$ cat src/rtl/wrfpa_pkg.sv
/*
 * Constants shared by the slave-side arbiter and its engine.
 * Assumes one interconnect clock and a synchronous active-low reset.
 */
package wrfpa_pkg;
	localparam int unsigned NUM_MASTERS = 4;
	localparam int unsigned CHAN_W      = 2;
	localparam int unsigned SHARE_W     = 4;
	localparam int unsigned PRIO_W      = 2;
	// Pipeline stages limit; above zero the grant leaves a flip-flop
	localparam int unsigned PIPE_STAGES = 0;
	localparam logic [SHARE_W-1:0] SHARE_ONE   = 4'h1;
	localparam logic [SHARE_W-1:0] SHARE_RST   = 4'h0;
	localparam logic [CHAN_W-1:0]  CHAN_RST    = 2'h0;
	localparam logic [CHAN_W-1:0]  CHAN_LAST   = 2'h3;
	localparam logic [NUM_MASTERS-1:0] GNT_NONE = 4'h0;

	typedef enum logic [1:0] {
		WRFPA_PICK_RD = 2'b01,
		WRFPA_PICK_WR = 2'b10
	} wrfpa_pick_t;
endpackage : wrfpa_pkg

$ cat src/rtl/wrfpa_arb_if.sv
/*
 * Request and grant bundle between the arbiter top and one engine.
 * Assumes both ends share ref_clk_i.
 */
`timescale 1ns/1ps
`default_nettype none
interface wrfpa_arb_if;
	import wrfpa_pkg::*;
	logic [NUM_MASTERS-1:0] req;
	logic                   ready;
	logic [NUM_MASTERS-1:0] gnt;
	logic [CHAN_W-1:0]      chan;
	logic                   valid;
	logic                   xfer;

	modport eng (input req, input ready, output gnt, output chan,
		output valid, output xfer);
	modport top (output req, output ready, input gnt, input chan,
		input valid, input xfer);
endinterface : wrfpa_arb_if
`default_nettype wire

$ cat src/rtl/wrfpa_engine.sv
/*
 * One arbitration engine: share-weighted round-robin or fixed priority.
 * Assumes requests come from logic on ref_clk_i.
 */
`timescale 1ns/1ps
`default_nettype none
module wrfpa_engine
	import wrfpa_pkg::*;
(
	input  wire logic                       ref_clk_i,
	input  wire logic                       reset_n_i,
	input  wire logic                       fixed_prio_i,
	input  wire logic                       weighted_i,
	input  wire logic [NUM_MASTERS*SHARE_W-1:0] share_cfg_i,
	input  wire logic [NUM_MASTERS*PRIO_W-1:0]  prio_cfg_i,
	wrfpa_arb_if.eng                        arb
);
	// ------------------------------------------------------------
	// State
	// ------------------------------------------------------------
	logic [CHAN_W-1:0]      own_r;
	logic [SHARE_W-1:0]     rem_r;
	logic                   hold_r;
	logic [NUM_MASTERS-1:0] gnt_r;
	logic [CHAN_W-1:0]      chan_r;
	logic                   valid_r;

	// ------------------------------------------------------------
	// Selection
	// ------------------------------------------------------------
	logic [CHAN_W-1:0]  rr_sel;
	logic [CHAN_W-1:0]  fp_sel;
	logic [CHAN_W-1:0]  sel_c;
	logic [CHAN_W-1:0]  cur_sel;
	logic [SHARE_W-1:0] share_sel;
	logic [SHARE_W-1:0] rem_nxt;
	logic               any_req;
	logic               keep;
	logic               cur_valid;
	logic [NUM_MASTERS-1:0] gnt_c;

	// Next requester after the current owner, idle masters skipped
	always_comb begin
		logic [CHAN_W-1:0] idx;
		idx = own_r;
		rr_sel = own_r;
		for (int k = NUM_MASTERS; k >= 1; k--) begin
			idx = CHAN_W'(own_r + CHAN_W'(k));
			if (arb.req[idx]) begin
				rr_sel = idx; // see RQ5
			end
		end
	end

	// Largest priority value among requesters
	always_comb begin
		logic [PRIO_W-1:0] best;
		best = '0;
		fp_sel = CHAN_RST;
		for (int k = 0; k < NUM_MASTERS; k++) begin
			if (arb.req[k] && (fp_sel == CHAN_RST && !arb.req[0]
				|| prio_cfg_i[k*PRIO_W +: PRIO_W] > best)) begin
				best = prio_cfg_i[k*PRIO_W +: PRIO_W]; // see RQ8
				fp_sel = CHAN_W'(k);
			end
		end
	end

	assign any_req  = |arb.req;
	assign keep     = hold_r && arb.req[own_r] && !fixed_prio_i; // see RQ2
	assign sel_c    = keep ? own_r : (fixed_prio_i ? fp_sel : rr_sel); // see RQ7
	assign gnt_c    = any_req ? (NUM_MASTERS'(1) << sel_c) : GNT_NONE; // see RQ16

	// Grant is combinational or registered
	assign cur_sel   = (PIPE_STAGES > 0) ? chan_r : sel_c; // see RQ15
	assign cur_valid = (PIPE_STAGES > 0) ? valid_r : any_req;
	assign arb.gnt   = (PIPE_STAGES > 0) ? gnt_r : gnt_c;
	assign arb.chan  = cur_sel; // see RQ14
	assign arb.valid = cur_valid;
	assign arb.xfer  = cur_valid && arb.req[cur_sel] && arb.ready; // see RQ13

	// Equal mode gives one share each; zero counts as one
	assign share_sel = (!weighted_i || share_cfg_i[cur_sel*SHARE_W +: SHARE_W]
		== SHARE_RST) ? SHARE_ONE
		: share_cfg_i[cur_sel*SHARE_W +: SHARE_W]; // see RQ1
	assign rem_nxt = (hold_r && cur_sel == own_r)
		? SHARE_W'(rem_r - SHARE_ONE)
		: SHARE_W'(share_sel - SHARE_ONE); // see RQ4

	always_ff @(posedge ref_clk_i) begin
		if (!reset_n_i) begin
			own_r  <= CHAN_LAST;
			rem_r  <= SHARE_RST;
			hold_r <= 1'b0;
		end else if (arb.xfer) begin
			own_r  <= cur_sel;
			rem_r  <= rem_nxt;
			hold_r <= (rem_nxt != SHARE_RST);
		end else begin
			hold_r <= hold_r && arb.req[own_r]; // see RQ3
		end
	end

	always_ff @(posedge ref_clk_i) begin
		if (!reset_n_i) begin
			gnt_r   <= GNT_NONE;
			chan_r  <= CHAN_RST;
			valid_r <= 1'b0;
		end else begin
			gnt_r   <= gnt_c;
			chan_r  <= sel_c;
			valid_r <= any_req;
		end
	end

	logic [SHARE_W:0]   run_r;
	logic [SHARE_W-1:0] cfg_share;
	logic [SHARE_W-1:0] own_cfg;
	logic [SHARE_W:0]   own_cap;
	logic               fp_lose;

	// Configured shares of the granted master and of the owner
	assign cfg_share = share_cfg_i[cur_sel*SHARE_W +: SHARE_W];
	assign own_cfg   = share_cfg_i[own_r*SHARE_W +: SHARE_W];
	assign own_cap   = (!weighted_i || own_cfg == SHARE_RST)
		? {1'b0, SHARE_ONE} : {1'b0, own_cfg};

	always_ff @(posedge ref_clk_i) begin
		if (!reset_n_i || !arb.xfer) begin
			run_r <= '0;
		end else if (hold_r && cur_sel == own_r) begin
			run_r <= run_r + 1'b1;
		end else begin
			run_r <= 1'b1;
		end
	end

	always_comb begin
		fp_lose = 1'b0;
		for (int k = 0; k < NUM_MASTERS; k++) begin
			if (arb.req[k] && prio_cfg_i[k*PRIO_W +: PRIO_W]
				> prio_cfg_i[sel_c*PRIO_W +: PRIO_W]) begin
				fp_lose = 1'b1;
			end
		end
	end
endmodule : wrfpa_engine
`default_nettype wire

$ cat src/rtl/wrfpa_arbiter.sv
/*
 * Per-slave arbiter with separate read and write command arbitration.
 * Assumes all requests and slave readiness come from ref_clk_i logic.
 */
`timescale 1ns/1ps
`default_nettype none
// Operation
// RQ1: Default mode gives every requesting master one transfer in turn.
// RQ2: Weighted mode grants up to its share count of consecutive transfers.
// RQ3: Dropping the request forfeits remaining shares; another requester wins.
// RQ4: A master granted anew gets its full configured share count.
// RQ5: Rotation considers only masters requesting now, skipping idle ones.
// RQ6: Read and write arbitration are independent with common share settings.
// RQ7: Scheme is chosen per slave: round-robin or fixed priority.
// RQ8: Fixed priority grants the requester with the largest priority value.
// RQ9: Masters that lose a fixed priority contest are stalled until served.
// RQ10: Configuration gives each master a distinct priority value.
// RQ11: Single command port: per-master round-robin picks read or write first.
// RQ12: Separate read and write ports feed their own arbiters directly.
// RQ13: A master waits while its slave cannot complete the transfer.
// RQ14: The selected master's channel number steers the command multiplexer.
// RQ15: With pipeline stages above zero the grant is registered.
// RQ16: With no requests there is no grant and the position holds.
module wrfpa_arbiter
	import wrfpa_pkg::*;
(
	input  wire logic                           ref_clk_i,
	input  wire logic                           reset_n_i,
	input  wire logic                           fixed_prio_i,
	input  wire logic                           weighted_i,
	input  wire logic                           single_port_i,
	input  wire logic [NUM_MASTERS*SHARE_W-1:0] share_cfg_i,
	input  wire logic [NUM_MASTERS*PRIO_W-1:0]  prio_cfg_i,
	input  wire logic [NUM_MASTERS-1:0]         rd_req_i,
	input  wire logic [NUM_MASTERS-1:0]         wr_req_i,
	input  wire logic                           rd_ready_i,
	input  wire logic                           wr_ready_i,
	output logic      [NUM_MASTERS-1:0]         rd_gnt_o,
	output logic      [CHAN_W-1:0]              rd_chan_o,
	output logic                                rd_valid_o,
	output logic                                rd_is_wr_o,
	output logic      [NUM_MASTERS-1:0]         wr_gnt_o,
	output logic      [CHAN_W-1:0]              wr_chan_o,
	output logic                                wr_valid_o,
	output logic      [NUM_MASTERS-1:0]         rd_wait_o,
	output logic      [NUM_MASTERS-1:0]         wr_wait_o
);
	// ------------------------------------------------------------
	// Read/write picker per master for a single command port
	// ------------------------------------------------------------
	wrfpa_arb_if rd_if ();
	wrfpa_arb_if wr_if ();

	wrfpa_pick_t             pick_r [NUM_MASTERS];
	logic [NUM_MASTERS-1:0]  take_wr;
	logic [NUM_MASTERS-1:0]  merged_req;
	logic [NUM_MASTERS-1:0]  rd_path_rd;
	logic [NUM_MASTERS-1:0]  rd_path_wr;

	genvar g;
	generate
		for (g = 0; g < NUM_MASTERS; g++) begin : g_pick
			assign take_wr[g] = wr_req_i[g] &&
				(!rd_req_i[g] || pick_r[g] == WRFPA_PICK_WR); // see RQ11
			assign merged_req[g] = rd_req_i[g] || wr_req_i[g];
			assign rd_path_rd[g] = rd_req_i[g] && !take_wr[g];
			assign rd_path_wr[g] = take_wr[g];

			always_ff @(posedge ref_clk_i) begin
				if (!reset_n_i) begin
					pick_r[g] <= WRFPA_PICK_RD;
				end else if (single_port_i && rd_if.xfer
					&& rd_if.chan == CHAN_W'(g)) begin
					case (pick_r[g])
						WRFPA_PICK_RD: pick_r[g] <= WRFPA_PICK_WR;
						WRFPA_PICK_WR: pick_r[g] <= WRFPA_PICK_RD;
						default:       pick_r[g] <= WRFPA_PICK_RD;
					endcase
				end
			end
		end
	endgenerate

	// ------------------------------------------------------------
	// Engines: read port and write port
	// ------------------------------------------------------------
	assign rd_if.req   = single_port_i ? merged_req : rd_req_i; // see RQ11
	assign rd_if.ready = rd_ready_i;
	assign wr_if.req   = single_port_i ? GNT_NONE : wr_req_i; // see RQ12
	assign wr_if.ready = wr_ready_i;

	wrfpa_engine u_rd_eng (
		.ref_clk_i    (ref_clk_i),
		.reset_n_i    (reset_n_i),
		.fixed_prio_i (fixed_prio_i),
		.weighted_i   (weighted_i),
		.share_cfg_i  (share_cfg_i),
		.prio_cfg_i   (prio_cfg_i),
		.arb          (rd_if)
	); // see RQ6

	wrfpa_engine u_wr_eng (
		.ref_clk_i    (ref_clk_i),
		.reset_n_i    (reset_n_i),
		.fixed_prio_i (fixed_prio_i),
		.weighted_i   (weighted_i),
		.share_cfg_i  (share_cfg_i),
		.prio_cfg_i   (prio_cfg_i),
		.arb          (wr_if)
	); // see RQ6

	// ------------------------------------------------------------
	// Outputs and stalls
	// ------------------------------------------------------------
	logic [NUM_MASTERS-1:0] rd_done;
	logic [NUM_MASTERS-1:0] wr_done;
	logic [NUM_MASTERS-1:0] sp_done;

	assign sp_done = rd_if.xfer ? (NUM_MASTERS'(1) << rd_if.chan) : GNT_NONE;
	assign rd_done = single_port_i ? (sp_done & rd_path_rd) : sp_done;
	assign wr_done = single_port_i ? (sp_done & rd_path_wr)
		: (wr_if.xfer ? (NUM_MASTERS'(1) << wr_if.chan) : GNT_NONE);

	assign rd_gnt_o   = rd_if.gnt;
	assign rd_chan_o  = rd_if.chan; // see RQ14
	assign rd_valid_o = rd_if.valid;
	assign rd_is_wr_o = single_port_i && rd_if.valid
		&& rd_path_wr[rd_if.chan];
	assign wr_gnt_o   = wr_if.gnt;
	assign wr_chan_o  = wr_if.chan;
	assign wr_valid_o = wr_if.valid;
	assign rd_wait_o  = rd_req_i & ~rd_done; // see RQ9
	assign wr_wait_o  = wr_req_i & ~wr_done; // see RQ13
endmodule : wrfpa_arbiter
`default_nettype wire

$ cat config.mk
export PLATFORM = sky130hd
export DESIGN_NAME = wrfpa_arbiter
export DESIGN_NICKNAME = d
export VERILOG_FILES = /design/src/rtl/wrfpa_pkg.sv /design/src/rtl/wrfpa_arb_if.sv /design/src/rtl/wrfpa_engine.sv /design/src/rtl/wrfpa_arbiter.sv
export SDC_FILE = /design/constraint.sdc
export NUM_CORES = 1
export LEC_CHECK = 0
export BUFFER_PORTS_ARGS = -buffer_cell sky130_fd_sc_hd__clkbuf_2
export CORE_MARGIN = 1.5
export CORE_UTILIZATION = 52
export CTS_CLUSTER_DIAMETER = 150
export DETAILED_ROUTE_END_ITERATION = 10
export MAX_ROUTING_LAYER = met4
export PLACE_DENSITY_LB_ADDON = 0.2
export SYNTH_ARGS = -nofsm -noshare
export SYNTH_HDL_FRONTEND = slang
export SYNTH_SLANG_ARGS = --single-unit
$ cat constraint.sdc
create_clock -name ref_clk_i -period 11.3 [get_ports ref_clk_i]
set_input_delay 3.39 -clock ref_clk_i [delete_from_list [all_inputs] [get_ports ref_clk_i]]
set_output_delay 3.39 -clock ref_clk_i [all_outputs]
set_load 0.03 [all_outputs]
== After elaboration in Yosys (flattened, before gate mapping) ==
Memories as Yosys holds them, arrays and structs flattened.
Index checks and enable logic that the tools add are counted.

* Register bits after elaboration: 14
* RAM bits: 8
* Bits of input ports: 39
* Output and inout port bits: 23
* Memories kept: 1

* Add/subtract/negate cells: 10
* $lt $le $gt $ge: 17
* Equal/unequal tests: 13
* Shifts and indexed selects: 4
* Muxes and demuxes: 119
* Bitwise operators: 18
* Reductions and logical operators: 82

{| class="wikitable"
|+ Memories
! name !! words !! width !! rd ports !! clocked after Yosys merged registers in !! wr ports !! RTL line !! text
|-
| pick_r || 4 || 2 || 4 || 0 || 4 || wrfpa_arbiter.sv:54 || <nowiki>wrfpa_pick_t pick_r [NUM_MASTERS];</nowiki>
|}

{| class="wikitable"
|+ Operators by type and width
! kind !! count
|-
| two-way mux 1 bit || 64
|-
| two-way mux 2 bit || 32
|-
| two-way mux 4 bit || 12
|-
| logical AND 1 bit || 37
|-
| indexed part select 16 x 5 -> 4 bit || 2
|-
| less-than comparator 2 x 3 -> 1 bit, second input constant || 10
|-
| binary-select mux 1 bit (select 2 bit) || 11
|-
| logical OR 1 bit || 18
|-
| AND 4 bit || 4
|-
| subtractor 4 x 1 -> 4 bit, second input constant || 4
|-
| equality test 2 bit, second input constant || 6
|-
| greater-than comparator 2 bit || 6
|-
| zero test 1 bit || 12
|-
| OR 1 bit || 12
|-
| equality test 2 x 1 -> 1 bit, second input constant || 5
|-
| zero test 2 bit || 5
|-
| adder 2 bit, second input constant || 4
|-
| zero test 4 bit || 2
|-
| inverter 4 bit || 2
|-
| nonzero test 4 bit || 2
|-
| OR reduction 2 bit || 4
|-
| OR reduction 4 bit || 2
|-
| left shift 1 x 2 -> 4 bit, first input constant || 2
|-
| adder 2 x 1 -> 2 bit, second input constant || 2
|-
| 2 further kinds || 3
|}

== Depth between registers and ports, before layout ==
* Depth after elaboration: 34
* Gate-level depth with buffers: 33

== Cells and area by module ==
A second synthesis with hierarchy kept.

* Cells, all modules: 394
* Area total of the unflattened synthesis: 3,039.2 um2

{| class="wikitable"
|+ Modules (own cells, without submodules)
! module !! instances !! cells an instance !! area each (um2) !! seq. area each (um2)
|-
| wrfpa_engine at u_wr_eng || 1 || 151 || 1,184.9 || 140.1
|-
| wrfpa_engine at u_rd_eng || 1 || 142 || 1,084.8 || 140.1
|-
| wrfpa_arbiter || 1 || 101 || 769.5 || 240.2
|}

== Worst setup path after synthesis ==
No wires, ideal clock.

* Kind: input to output
* Start: input wr_req_i[0]
* End: output rd_is_wr_o
* Arrival time: 8.508 ns
* Slack: -0.598 ns
* Stages on the path: 27
* Cells stage by stage: clkbuf_1 > a21o_1 > nand2_1 > ha_1 > nor2b_1 > a2bb2oi_1 > nor2_1 > nor2_1 > nor2_1 > a21oi_1 > ha_1 > nor2b_1 > o21ai_0 > nand2_1 > nand2_1 > mux2_2 > ha_1 > nor2b_1 > o21ai_0 > a21o_1 > nand3_1 > o21ai_4 > inv_2 > buf_2 > nand2_1 > a21oi_1 > nor4_1

* Word-level cells in the longest chain between the ends: 25
* Elaborated cells on any way between the ends: 45

{| class="wikitable"
|+ Ends and longest elaborated chain
! element !! RTL line !! text
|-
| from (decl) || wrfpa_arbiter.sv:35 || <nowiki>input wire logic [NUM_MASTERS-1:0] wr_req_i,</nowiki>
|-
| logical OR 1 bit (*) || wrfpa_arbiter.sv:65 || <nowiki>assign merged_req[g] = rd_req_i[g] || wr_req_i[g];</nowiki>
|-
| two-way mux 4 bit (*) || wrfpa_arbiter.sv:87 || <nowiki>assign rd_if.req = single_port_i ? merged_req : rd_req_i;</nowiki>
|-
| branches (longest 19 deep; another with greater-than comparator 2 bit) || n/a ||
|-
| two-way mux 2 bit (*) || wrfpa_engine.sv:71 || <nowiki>assign sel_c = keep ? own_r : (fixed_prio_i ? fp_sel : rr_sel);</nowiki>
|-
| named net rd_chan_o[0] || wrfpa_arbiter.sv:39 || <nowiki>output logic [CHAN_W-1:0] rd_chan_o,</nowiki>
|-
| binary-select mux 1 bit (select 2 bit) (*) || wrfpa_arbiter.sv:128 || <nowiki>&& rd_path_wr[rd_if.chan];</nowiki>
|-
| two-way mux 1 bit (not written as such) (*) || wrfpa_arbiter.sv:128 ||
|-
| logical AND 1 bit (*) || wrfpa_arbiter.sv:128 ||
|-
| to (decl) || wrfpa_arbiter.sv:41 || <nowiki>output logic rd_is_wr_o,</nowiki>
|}

Mark *: on every way through the listed nets, which the timed path passes. The select of a mux whose other input is x is not followed.

== Final worst setup path ==
* Start: input single_port_i
* End: output wr_wait_o[2]

* Word-level cells in the longest chain between the ends: 30
* Elaborated cells on any way between the ends: 94

{| class="wikitable"
|+ Ends and longest elaborated chain
! element !! RTL line !! text
|-
| from (decl) || wrfpa_arbiter.sv:31 || <nowiki>input wire logic single_port_i,</nowiki>
|-
| branches (longest 27 deep; another with greater-than comparator 2 bit) || n/a ||
|-
| two-way mux 4 bit (*) || wrfpa_arbiter.sv:121 || <nowiki>assign wr_done = single_port_i ? (sp_done & rd_path_wr)</nowiki>
|-
| inverter 4 bit (*) || wrfpa_arbiter.sv:133 || <nowiki>assign wr_wait_o = wr_req_i & ~wr_done;</nowiki>
|-
| AND 4 bit (*) || wrfpa_arbiter.sv:133 ||
|-
| to (decl) || wrfpa_arbiter.sv:46 || <nowiki>output logic [NUM_MASTERS-1:0] wr_wait_o</nowiki>
|}

Every way passes the cells marked *. The select of a mux whose other input is x is not followed.

==> summary.md <==
| Metric | Value |
|---|---|
| Syn_nets | 501 |
| Fmax | 0.0891 GHz |
| DRC viols | 0 |
| Top cells by area, synth | ha_1 9.3%, dfxtp_1 8.7%, edfxtp_1 7.4% |
| Post-synth top flop | dfxtp_1 |
| RSZ-0062 raised after global routing | yes |
| Outcome | finished clean |
| GRT overflow | 0 |
| Non-filler cells in the finished layout | between 500 and 600 |
| Slew Viols, Final | 0 |
| Min-delay worst type | reg -> reg |
| DR vias | ~3.8k |
| Overall Global Routing Usage | between 30% and 40% |
| Placed wire-length estimate | between 7 and 8 mm |
| Post-synthesis cell area | ~3200 sq um |
| WL per Instance | approximately 18 um |
| EDFF count, synth | 8 |
| Critical Path RT | about 8 ns |
| Simple-Gate Fraction of Synth Area | 23.5% |
| Reg clk slew, reported paths | around 0.08 ns |
| H-tree lvl count | 1 |
| Ys Warns | 0 |
| R2R depth | 15 |
| Sequential share of the synthesized area | between 10% and 20% |
| Slew headroom | between 50% and 60% |
| Commonest cells post-synth | 48 x nand2_1, 41 x inv_1, 40 x nor2_1, 30 x a21oi_1, 24 x ha_1 |
| Share of flip-flops with an asynchronous set or reset | 0% |
| Clk Latency, worst-skew pair | about 0.27 ns |
| Worst-margin pin slew | roughly 0.71 ns |
| # IOs | 62 |
| Die Width | around 82 um |
| Share of layout cells above drive strength 1 | around 30% |
| WP buf/inv | 3 |
| CP max stage delay | between 0.3 and 0.4 ns |
| Placed Instances | around 580 |
| TritonCTS clock tree | done |
| Yosys cell types | between 70 and 80 |
| P_leak | about 0.0018 uW |
| Period utilization | between 90% and 100% |
| Setup WS pre-CTS | -0.210 ns |
| CP max-delay cell | mux2_2 |
| Synth Area per Inst | between 7 and 8 sq um |
| Cell depth of the worst hold path | 2 |
| DRT antenna net count | 0 |
| PwrDens | between 100 and 150 nW/um^2 |
| CP Class | in -> out |
| Initial Util | approximately 54% |
| Yosys reg bits | 22 |
| Top cell by count, worst path | nor2_1 |
| Stages on the worst setup path | 26 |
| Final net count | 582 |
| Antenna violations before repair | 0 |
| Synth Area in Adders | 9.31% |
| Final Total Pwr | 452 uW |
| Synth Instances | about 440 |
| Total CTS buffers | 3 |
| Worst-case clock buffer depth | 2 |
| Violation count after the first detailed-routing iteration | roughly 450 |
| Startpoint Class | input pin |
| Final hold vios | 0 |
| Sink Count | 22 |
| Clock root cell | clkbuf_8 |
| Largest area contributor in the netlist | ha_1 |
| First-pass GRT wire length | between 15 and 20 mm |
| Die H | ~82 um |
| Share of the synthesized netlist area taken by xor and xnor gates | 0.543% |
| Hold WS | 0.479 ns |
| Placer Congestion | about 0.93 |
| Number of antenna diodes | 0 |
| Total wire length | approximately 10 mm |
| Die Area | approximately 6700 sq um |
| Core Box Area | 5960 sq um |
| Post-synthesis mux area share | ~3.8% |
| Vias per std cell | approximately 6.3 |
| Area Overhead vs Synth | 24.0% |
| Main combinational cell family by area after synthesis | compound AO/OA/AOI/OAI gates |
| Arr. time, crit path | approximately 7.8 ns |
| Placement Rows | 28 |
| Final worst-path setup slack | approximately 0.08 ns |
| Port Buffers | 61 |
| Most frequent cell after synthesis | nand2_1 |
| Worst clock skew | between 0.007 and 0.008 ns |
| Maximum vdd ir drop | roughly 0.00011 V |
| MaxCap Viol Count | 0 |
| Drt pass-1 iters | 5 |
| Flop-to-flop setup slack | between 6 and 7 ns |
| Post-synthesis compound-gate area fraction | between 30 and 40% |
| Largest net degree at the start of global routing | 18 |
| Min Tclk post-route | around 11 ns |
| Maximum fanout along the worst path | 7 |
| Setup TNS | 0 ns |
| Cell family with most CP delay | simple AND/OR/NAND/NOR gates |
| Vias in the first global route | between 3k and 4k |
| Worst Setup End Kind | output pin |
| Setup violators final | 0 |
| Top cell type's share of synthesized area | under 10% |
==> path summary, 6_finish.rpt <==
kind                                         from           endpoint
worst max-delay path                single_port_i       wr_wait_o[2]
worst min register to register  u_rd_eng.rem_r[1]  u_rd_eng.rem_r[1]
worst max register to register  u_wr_eng.own_r[0]    u_wr_eng.hold_r
worst min-delay path            u_rd_eng.rem_r[1]  u_rd_eng.rem_r[1]
==> cell families after synthesis <==
kind of cell / Yosys count
compound gates: 161
mux: 8
simple gates: 153
flops: 22
buf+inv: 68
xor+xnor: 2
fa+ha+maj: 24
==> state kept, by name (all words and copies together) (netlist names) <==
register / count
pick_r: 8
u_rd_eng.hold_r: 1
u_wr_eng.own_r: 2
u_wr_eng.rem_r: 4
u_rd_eng.own_r: 2
u_wr_eng.hold_r: 1
u_rd_eng.rem_r: 4
==> power breakdown <==
group | total [uW] | internal [uW] | switching [uW]
Sequential | 99.7 | 90.4 | 9.32
Combinational | 294 | 117 | 176
Clock | 58.9 | 31.1 | 27.8
==> final cells by class <==
class,instances,area [sq um]
Fill cell,559,1950
Multi-Input combinational cell,348,2560
Timing Repair Buffer,98,589
Clock buffer,4,55.1
Sequential cell,22,520
Inverter,46,183
Tap cell,75,93.8
==> what timing repair did <==
action                     in CTS  in global routing
resized for setup               5                 26
hold buffers                    0                  0
buffers inserted                1                  9
pin swaps                       1                 12
setup endpoints to repair      11                 19
==> stage by stage <==
step           util (%)  instance area (sq um)
2_1_floorplan         -                   3270
3_3_place_gp       63.1                   3760
3_5_place_dp       63.1                   3760
4_1_cts            64.4                   3840
5_1_grt            67.2                   4000
6_report           67.2                   4000
==> placed cells by master, fill, tap and decap left out, types with 4 or more instances in the layout <==
master	netlist	routed
clkbuf_2	0	59
nand2_1	48	46
inv_1	41	41
nor2_1	40	37
buf_4	1	37
a21oi_1	30	26
ha_1	24	21
o21ai_0	21	17
o211ai_1	17	17
dfxtp_1	14	14
a211oi_1	11	11
nor2b_1	9	8
edfxtp_1	8	8
nand3_1	8	7
and2_1	6	6
o21ai_1	3	6
nand2b_1	6	6
a21o_1	6	6
and3_1	6	5
o311ai_0	5	5
a31oi_1	8	5
o31a_1	4	4
a21oi_2	0	4
o211a_1	4	4
nor3_1	7	4
a311o_1	4	4
clkbuf_8	0	4
==> metal layers <==
| metal | share of wire [%] | track usage (%) | wire length (um) | vias to the layer above |
|---|---|---|---|---|
| met4 | 1.7 | 6.78 | 182 | 0 |
| met5 | 0 | - | 0 | - |
| met2 | 49 | 53.9 | 5060 | 164 |
| li1 | - | - | - | 1794 |
| met3 | 6.9 | 3.22 | 722 | 22 |
| met1 | 43 | 39.8 | 4450 | 1776 |
==> worst min-delay path, stage by stage (launching register included) <==
cell,delay (ns)
dfxtp_1,0.33
nand2_1,0.06
a21oi_1,0.05
Power figures use the tool's default switching activity.
